==> src/hw/sacf_pkg.sv <==
// constants and types for the serial converter control interface
// Summary of operation
// - drive on falling clock, sample on rising
// - configuration in first, then result out
// - shared data wire; host releases after config
// - falling chip select starts the start-bit search
// - first sampled one is start; zeros ignored
// - shift exactly seven configuration bits after start
// - ignore data input until next chip select
// - one null bit, then result on falls
// - result comes from this transfer's conversion
// - chip select high resets the interface
// - four mux bits: single, odd, select high-first
// - pair mode picks 2n/2n+1, odd swaps polarity
// - single mode channel is select*2 plus odd
// - polarity one unipolar binary, zero bipolar
// - order one MSB then zeros, zero adds LSB-first
// - shutdown: twelve ones then zeros, until next select
// - shutdown output low until next select cycle
package sacf_pkg;

  localparam int unsigned CFG_BITS   = 7;
  localparam int unsigned RES_W      = 12;
  localparam int unsigned IDX_W      = 5;
  // positions inside the configuration word, first received bit highest
  localparam int unsigned CFG_SGL    = 6;
  localparam int unsigned CFG_ODD    = 5;
  localparam int unsigned CFG_SEL_HI = 4;
  localparam int unsigned CFG_SEL_LO = 3;
  localparam int unsigned CFG_UNI    = 2;
  localparam int unsigned CFG_ORDER  = 1;
  localparam int unsigned CFG_PS     = 0;
  localparam logic [1:0]  SEL_RESERVED = 2'h3;
  // output bit indices: first pass 0..11, second pass 12..22
  localparam logic [IDX_W-1:0] IDX_FIRST_END  = 5'h0C;
  localparam logic [IDX_W-1:0] IDX_SECOND_END = 5'h17;
  localparam logic [IDX_W-1:0] IDX_HOLD       = 5'h1F;
  localparam logic [2:0]  CNT_RST    = 3'h0;
  localparam logic [2:0]  CNT_LAST   = 3'h6;
  localparam logic [CFG_BITS-1:0] CFG_RST = 7'h01;

  typedef enum logic [2:0] {
    ST_IDLE = 3'b000,
    ST_SEEK = 3'b001,
    ST_CFG  = 3'b010,
    ST_NULL = 3'b011,
    ST_OUT  = 3'b100,
    ST_DONE = 3'b101
  } sacf_state_t;

endpackage : sacf_pkg

==> src/hw/sacf_top.sv <==
// serial configuration and result interface of the converter
`timescale 1ns/1ns
module sacf_top #(
  parameter int unsigned NUM_CH   = 8,
  parameter bit          HAS_SHDN = 1'b1
) (
  input  wire logic                       clk_i,
  input  wire logic                       rstn_i,
  input  wire logic                       cs_n_i,
  input  wire logic                       sclk_i,
  input  wire logic                       din_i,
  input  wire logic [sacf_pkg::RES_W-1:0] conv_data_i,
  output logic                            dout_o,
  output logic                            dout_oe_n_o,
  output logic                            conv_start_o,
  output logic                            single_or_pair_flag_o,
  output logic [2:0]                      pos_chan_o,
  output logic [2:0]                      neg_chan_o,
  output logic                            neg_is_common_o,
  output logic                            sel_reserved_o,
  output logic                            polarity_mode_bit_o,
  output logic                            bit_order_select_o,
  output logic                            shutdown_request_bit_o,
  output logic                            system_shutdown_out_n_o
);
  import sacf_pkg::*;

  typedef struct packed {
    logic [1:0]          cs_sy;
    logic [2:0]          ck_sy;
    logic [1:0]          di_sy;
    sacf_state_t         st;
    logic [2:0]          cnt;
    logic [CFG_BITS-1:0] cfg;
    logic [RES_W-1:0]    res;
    logic [IDX_W-1:0]    idx;
    logic                dout;
    logic                oe_n;
    logic                start;
    logic                sgl;
    logic [2:0]          pos;
    logic [2:0]          neg;
    logic                common_reference_input;
    logic                rsv;
    logic                polarity_mode_bit;
    logic                order;
    logic                ps;
    logic                sso_n;
  } sacf_regs_t;

  sacf_regs_t r_r;
  sacf_regs_t r_nxt;

  logic cs_hi;
  logic ck_rise;
  logic ck_fall;
  logic din_s;

  // value of output bit number idx for the current configuration
  function automatic logic out_bit(input logic [IDX_W-1:0] idx,
                                   input logic             order,
                                   input logic             shdn,
                                   input logic [RES_W-1:0] res);
    logic [IDX_W-1:0] k;
    logic             b;
    k = '0;
    b = 1'b0;
    if (shdn) begin
      b = (idx < IDX_FIRST_END);
    end else if (idx < IDX_FIRST_END) begin
      k = IDX_FIRST_END - 5'h01 - idx;
      b = res[k[3:0]];
    end else if (!order && idx < IDX_SECOND_END) begin
      k = idx - (IDX_FIRST_END - 5'h01);
      b = res[k[3:0]];
    end
    return b;
  endfunction : out_bit

  // reserved select only exists on the six-channel build
  function automatic logic sel_is_rsv(input logic [1:0] sel);
    return (NUM_CH == 6) && (sel == SEL_RESERVED);
  endfunction : sel_is_rsv

  // positive input: pair member picked by odd, or the single channel
  function automatic logic [2:0] chan_pos(input logic [1:0] sel,
                                          input logic       odd);
    return {sel, odd};
  endfunction : chan_pos

  // negative input of a pair is the other member of the same pair
  function automatic logic [2:0] chan_neg(input logic [1:0] sel,
                                          input logic       odd);
    return {sel, ~odd};
  endfunction : chan_neg

  // synchronised pin views; first stages feed only second stages
  assign cs_hi   = r_r.cs_sy[1];
  assign ck_rise = r_r.ck_sy[1] & ~r_r.ck_sy[2];
  assign ck_fall = ~r_r.ck_sy[1] & r_r.ck_sy[2];
  assign din_s   = r_r.di_sy[1];

  always_comb begin
    r_nxt       = r_r;
    r_nxt.cs_sy = {r_r.cs_sy[0], cs_n_i};
    r_nxt.ck_sy = {r_r.ck_sy[1:0], sclk_i};
    r_nxt.di_sy = {r_r.di_sy[0], din_i};
    r_nxt.start = 1'b0;
    if (cs_hi) begin
      r_nxt.st   = ST_IDLE;
      r_nxt.oe_n = 1'b1;
      r_nxt.dout = 1'b0;
      r_nxt.cnt  = CNT_RST;
    end else begin
      case (r_r.st)
        ST_IDLE: begin
          r_nxt.st    = ST_SEEK;
          r_nxt.sso_n = 1'b1;
          r_nxt.ps    = 1'b1;
        end

        ST_SEEK: begin
          if (ck_rise && din_s) begin
            r_nxt.st  = ST_CFG;
            r_nxt.cnt = CNT_RST;
          end
        end

        ST_CFG: begin
          if (ck_rise) begin
            r_nxt.cfg = {r_r.cfg[CFG_BITS-2:0], din_s};
            r_nxt.cnt = r_r.cnt + 3'h1;
            if (r_r.cnt == CNT_LAST) begin
              r_nxt.st = ST_NULL;
            end
          end
        end

        ST_NULL: begin
          // decode the captured word once it is complete
          r_nxt.sgl   = r_r.cfg[CFG_SGL];
          r_nxt.polarity_mode_bit   = r_r.cfg[CFG_UNI];
          r_nxt.order = r_r.cfg[CFG_ORDER];
          r_nxt.ps    = r_r.cfg[CFG_PS];
          r_nxt.pos   = chan_pos(r_r.cfg[CFG_SEL_HI:CFG_SEL_LO],
                                 r_r.cfg[CFG_ODD]);
          r_nxt.neg   = chan_neg(r_r.cfg[CFG_SEL_HI:CFG_SEL_LO],
                                 r_r.cfg[CFG_ODD]);
          r_nxt.common_reference_input   = r_r.cfg[CFG_SGL];
          r_nxt.rsv   = sel_is_rsv(r_r.cfg[CFG_SEL_HI:CFG_SEL_LO]);
          if (!r_r.cfg[CFG_PS] && HAS_SHDN) begin
            r_nxt.sso_n = 1'b0;
          end
          if (ck_fall) begin
            r_nxt.st   = ST_OUT;
            r_nxt.dout = 1'b0;
            r_nxt.oe_n = 1'b0;
            r_nxt.idx  = '0;
            r_nxt.start = r_r.cfg[CFG_PS] &&
                          !sel_is_rsv(r_r.cfg[CFG_SEL_HI:CFG_SEL_LO]);
          end
        end

        ST_OUT: begin
          // the core must present the fresh result by this fall
          if (ck_fall) begin
            r_nxt.res  = conv_data_i;
            r_nxt.dout = out_bit('0, r_r.order, !r_r.ps, conv_data_i);
            r_nxt.idx  = 5'h01;
            r_nxt.st   = ST_DONE;
          end
        end

        ST_DONE: begin
          // configuration input is ignored here until select rises
          if (ck_fall) begin
            r_nxt.dout = out_bit(r_r.idx, r_r.order, !r_r.ps,
                                 r_r.res);
            if (r_r.idx != IDX_HOLD) begin
              r_nxt.idx = r_r.idx + 5'h01;
            end
          end
        end

        default: begin
          r_nxt.st = ST_IDLE;
        end
      endcase
    end
  end

  always_ff @(posedge clk_i or negedge rstn_i) begin
    if (!rstn_i) begin
      r_r       <= '0;
      r_r.cs_sy <= 2'h3;
      r_r.st    <= ST_IDLE;
      r_r.cfg   <= CFG_RST;
      r_r.oe_n  <= 1'b1;
      r_r.ps    <= 1'b1;
      r_r.sso_n <= 1'b1;
    end else begin
      r_r <= r_nxt;
    end
  end

  assign dout_o                  = r_r.dout;
  assign dout_oe_n_o             = r_r.oe_n;
  assign conv_start_o            = r_r.start;
  assign single_or_pair_flag_o   = r_r.sgl;
  assign pos_chan_o              = r_r.pos;
  assign neg_chan_o              = r_r.neg;
  assign neg_is_common_o         = r_r.common_reference_input;
  assign sel_reserved_o          = r_r.rsv;
  assign polarity_mode_bit_o     = r_r.polarity_mode_bit;
  assign bit_order_select_o      = r_r.order;
  assign shutdown_request_bit_o  = r_r.ps;
  assign system_shutdown_out_n_o = r_r.sso_n;

endmodule : sacf_top

==> config.mk <==
export PLATFORM = sky130hd
export DESIGN_NAME = sacf_top
export DESIGN_NICKNAME = d
export VERILOG_FILES = /design/src/hw/sacf_pkg.sv /design/src/hw/sacf_top.sv
export SDC_FILE = /design/constraint.sdc
export NUM_CORES = 1
export LEC_CHECK = 0
export BUFFER_PORTS_ARGS = -buffer_cell sky130_fd_sc_hd__buf_2
export CAP_MARGIN = 40
export CELL_PAD_IN_SITES_DETAIL_PLACEMENT = 2
export CELL_PAD_IN_SITES_GLOBAL_PLACEMENT = 2
export CORE_MARGIN = 5
export CORE_UTILIZATION = 39
export CTS_BUF_LIST = sky130_fd_sc_hd__clkbuf_2 sky130_fd_sc_hd__clkbuf_4 sky130_fd_sc_hd__clkbuf_8
export DETAILED_ROUTE_END_ITERATION = 10
export GPL_TIMING_DRIVEN = 0
export PLACE_DENSITY = 0.82
export SYNTH_ARGS = -nofsm -noshare
export SYNTH_HDL_FRONTEND = slang
export SYNTH_SLANG_ARGS = --single-unit
==> constraint.sdc <==
create_clock -name clk_i -period 5.17 [get_ports clk_i]
set_input_delay 0.2585 -clock clk_i [delete_from_list [all_inputs] [get_ports clk_i]]
set_output_delay 0.2585 -clock clk_i [all_outputs]
set_load 0.01 [all_outputs]
==> results list <==
* Number of gates on the worst path with buffers counted: 7
- Final setup violation count: 0
* Synthesized area: 0.00240 mm2
- Final wirelength: 6.01 mm
- Io pins: 33
* Die height: 88.4 um
* Core footprint: 0.00596 mm2
* Worst endpoint data arrival time: approximately 2400 ps
- Ranked by total cell area, the synthesized netlist is headed by sky130_fd_sc_hd__dfrtp_1 (45%), sky130_fd_sc_hd__nand2_1 (7.5%), sky130_fd_sc_hd__dfstp_2 (6.6%).
* Synth Area in Simple Gates: 17.7%
- Among all flip-flop cells after synthesis, the most frequent one is sky130_fd_sc_hd__dfrtp_1.
* Final worst clock skew: between 8 and 9 ps
- Hold slack final: 47.9 ps
* # clock sinks: 49
* Floorplan die width: 88.4 um
- Average wire per cell in the routed design: 17.2 um
- Outcome: complete, no violations
- Number of different library cells in the post-synthesis netlist: 38
- STA classifies the critical path endpoint as a register.
- Of the total synthesized cell area, the portion taken by full adders, half adders and majority gates is 2.61%.
- Area of the multi-input gates: 0.00103 mm2
- The worst path needs 2240 ps of the cycle, external delays included.
* Classification of the worst setup path: reg -> reg
- Total negative slack for setup checks: 0 ps
- The H-tree was split into 2 levels.
- Number of pins exceeding their max-slew limit in the final report: 0
- Data required time at the worst endpoint: 5370 ps
- Critical path launch point: r_r[17]
- In this run the critical register-to-register path is launched from r_r[17].
* Area of the die: 0.00782 mm2
- Summing the sequential cell areas from Yosys gives 51.4% of the chip area.
* Gr ovfl total: 0
- For this design the ratio of total power to cell area is between 300 and 400 mW/mm2.
- The cell count after synthesis came out at 233.
- Static leakage: 1.32 nW
- Top cell type's share of synthesized area: 44.9%
- Cells along the critical path: ha_1 > and2_1 > ha_1 > nand2_1 > a21oi_1 > nor3_2 > mux2_2
- Initial antenna violation count: 0
- After the first detailed-routing iteration, the DRC count stood at 90.
* First-pass GRT wire length: 10.4 mm
- Post-synth EDFFs: 0
- Cell with the largest stage delay on the worst path: sky130_fd_sc_hd__dfrtp_1
* Effective utilization at floorplan: 40.3%
- Buffers and inverters on the worst path: 0
- The tree is rooted in a sky130_fd_sc_hd__clkbuf_8.
* Final Total Pwr: 0.842 mW
* Flops & latches, synth: 49
* Final count of hold timing violations: 0
- In the routed design, unresolved DRC markers number 0.
- Max-cap violations in this run came to 0.
* Transition time at the pin with the least slew margin: roughly 560 ps
- Peak VDD IR: 138 uV
- Setup repair after global routing left no endpoint under its margin.
* FP Rows: 28
- STA classifies the critical path startpoint as a register.
- On the worst path, the slowest cell contributes a delay of ~480 ps.
- Routability-driven placement finished with a final weighted congestion of about 0.75.
* First-pass DRT Iterations: 4
- Final Net Count: 295
- For this run, the total global-route usage over all layers was measured as 17.2%.
- Count of warnings emitted by yosys: 0
* Largest fanout of any net on the critical path: 8
- Most prevalent standard cell on the critical path: sky130_fd_sc_hd__ha_1
- The worst pin sits at a relative slew slack of between 60% and 70%.
- Largest buffer count on any clock path: 2
- In this run the register-to-register setup slack is 2930 ps.
- The number of antenna diodes in the final layout is 0.
- Largest area contributor in the synthesized netlist: sky130_fd_sc_hd__dfrtp_1
- The later pin in the worst-skew pair is clocked with a latency of 300 ps.
* Remaining number of nets flagged by the antenna check after routing: 0
* Peak Freq: 0.447 GHz
- Counting the buffers created by CTS gives 5.
- Termination of the worst setup path: r_r[16]
* HP Class: in -> reg
- The layout has about 660 filler cells.
- By area, the combinational part of the netlist is dominated by simple AND/OR/NAND/NOR gates.
- The endpoint identified for the worst register-to-register timing path is r_r[16].
* Synthesized net count: 255
- Vias in the first global route: 2,138
* Portion of netlist area occupied by mux cells: 11.9%
- R2R cell count: 7
* Post-CTS setup buffer count: 0
- Combined flip-flop and latch cell area: 0.00123 mm2
- Once detailed placement completed, the half-perimeter wirelength came to 4.41 mm.
* Post-synthesis share of cell area spent on xor and xnor gates: 1.10%
- The post-route netlist has 23.7% of its cells at a drive strength greater than 1.
- Largest net degree at the start of global routing: 29
- Cell class contributing the biggest share of worst-path delay: simple AND/OR/NAND/NOR gates
- Clock-pin transition on the worst setup and hold timing paths: 90 ps
* Final critical-path share of the clock period: 43.3%
- Syn avg cell area: around 10 um2
- Compound-Gate Fraction of Synth Area: 9.39%
- Quantity of I/O buffers inserted on ports: 31
* Proportion of synthesized flip-flops having asynchronous set or reset: 100%
- Area growth syn-to-layout: 15.4%
* TritonCTS clock tree: yes
- Total vias in the final route: 1,880
- In the routed layout, each cell is associated on average with a via count of 5.39.
[power breakdown]
| part | switching, mW | internal (mW) |
|---|---|---|
| clock network | 0.127 | 0.107 |
| registers | 0.0265 | 0.418 |
| logic | 0.0933 | 0.0701 |
[state kept, by name, summed over array words and instances, names as in the netlist]
signal                   cells
bit_order_select_o           1
conv_start_o                 1
cs_hi                        1
din_s                        1
dout_o                       1
dout_oe_n_o                  1
neg_chan_o                   1
neg_is_common_o              1
polarity_mode_bit_o          1
pos_chan_o                   3
r_nxt                        4
r_r                         31
shutdown_request_bit_o       1
system_shutdown_out_n_o      1
[placed cells by master, fill, tap and decap left out, types with 2 or more instances in the layout]
cell type                   Yosys  layout
sky130_fd_sc_hd__or4b_1         2       2
sky130_fd_sc_hd__clkbuf_8       0       5
sky130_fd_sc_hd__and3b_1        2       2
sky130_fd_sc_hd__o21ai_0        5       5
sky130_fd_sc_hd__buf_2          1      32
sky130_fd_sc_hd__mux2i_1        5       5
sky130_fd_sc_hd__a21oi_1       14      14
sky130_fd_sc_hd__mux4_2         4       4
sky130_fd_sc_hd__and3_1         5       5
sky130_fd_sc_hd__dfrtp_1       43      43
sky130_fd_sc_hd__clkbuf_1       8       8
sky130_fd_sc_hd__nor2_1        11      11
sky130_fd_sc_hd__nor2b_1        3       3
sky130_fd_sc_hd__ha_1           5       5
sky130_fd_sc_hd__mux2_1        12      12
sky130_fd_sc_hd__buf_4          9       9
sky130_fd_sc_hd__nand3_1        4       4
sky130_fd_sc_hd__o2bb2ai_1      2       2
sky130_fd_sc_hd__nand2_1       48      48
sky130_fd_sc_hd__dfstp_2        6       6
sky130_fd_sc_hd__nand2b_1       6       6
sky130_fd_sc_hd__xor2_1         2       2
sky130_fd_sc_hd__nor3_1         4       4
sky130_fd_sc_hd__o21ai_1       12      12
sky130_fd_sc_hd__inv_1          6       6
sky130_fd_sc_hd__clkbuf_4       0       2
[cells in the mapped netlist (4+ instances only)]
cell type / instances
sky130_fd_sc_hd__o21ai_0: 5
sky130_fd_sc_hd__dfstp_2: 6
sky130_fd_sc_hd__o21ai_1: 12
sky130_fd_sc_hd__nor3_1: 4
sky130_fd_sc_hd__mux4_2: 4
sky130_fd_sc_hd__clkbuf_1: 8
sky130_fd_sc_hd__ha_1: 5
sky130_fd_sc_hd__nand3_1: 4
sky130_fd_sc_hd__nand2b_1: 6
sky130_fd_sc_hd__nand2_1: 48
sky130_fd_sc_hd__dfrtp_1: 43
sky130_fd_sc_hd__and3_1: 5
sky130_fd_sc_hd__mux2_1: 12
sky130_fd_sc_hd__mux2i_1: 5
sky130_fd_sc_hd__a21oi_1: 14
sky130_fd_sc_hd__inv_1: 6
sky130_fd_sc_hd__buf_4: 9
sky130_fd_sc_hd__nor2_1: 11
[timing repair]
item | in CTS | in global routing
hold endpoints to repair | 19 | 0
gates resized for setup | 0 | 0
hold buffers | 1 | 0
[metrics by stage]
stage,worst slack [ps],area [um2],util [%],cells
floorplan,3310,2400,-,233
global route,2780,2770,46.5,349
detailed placement,2930,2670,44.8,340
finish,2930,2770,46.5,349
CTS,2880,2770,46.5,349
global placement,2990,2650,44.5,339
[cell families after synthesis]
family	count (synthesis)
mux	22
xor+xnor	3
flops	49
compound gates	39
other cells	1
simple gates	89
buf+inv	25
fa+ha+maj	5
[worst min-delay path by stage]
stage	startpoint	to	slack, ps	cells after the start
6_report	cs_n_i	r_nxt[52]	50	1
5_1_grt	cs_n_i	r_nxt[52]	40	1
4_1_cts	cs_n_i	r_nxt[52]	40	1
3_5_place_dp	rstn_i	r_r[30]	290	1
3_3_place_gp	r_nxt[49]	r_nxt[50]	330	0
2_1_floorplan	rstn_i	bit_order_select_o	-40	0
[layout make-up]
cell class	instances	area share, %
clock buffer	7	3.03
multi-input combinational	159	37.1
timing repair buffer	33	6.69
sequential	49	44.6
tap	75	3.39
buffer	19	4.11
clock inverter	1	0.271
inverter	6	0.813
[metal layers]
| metal | routed length (um) | vias to the layer above | global-route usage [%] | part of all wire (%) |
|---|---|---|---|---|
| li1 | - | 867 | - | - |
| met1 | 2670 | 964 | 22.0 | 44 |
| met2 | 3020 | 39 | 29.3 | 50 |
| met3 | 246 | 10 | 3.26 | 4.1 |
| met4 | 76 | 0 | 5.91 | 1.3 |
| met5 | 0 | - | 0 | 0 |
(Power assumes the default switching activity.)
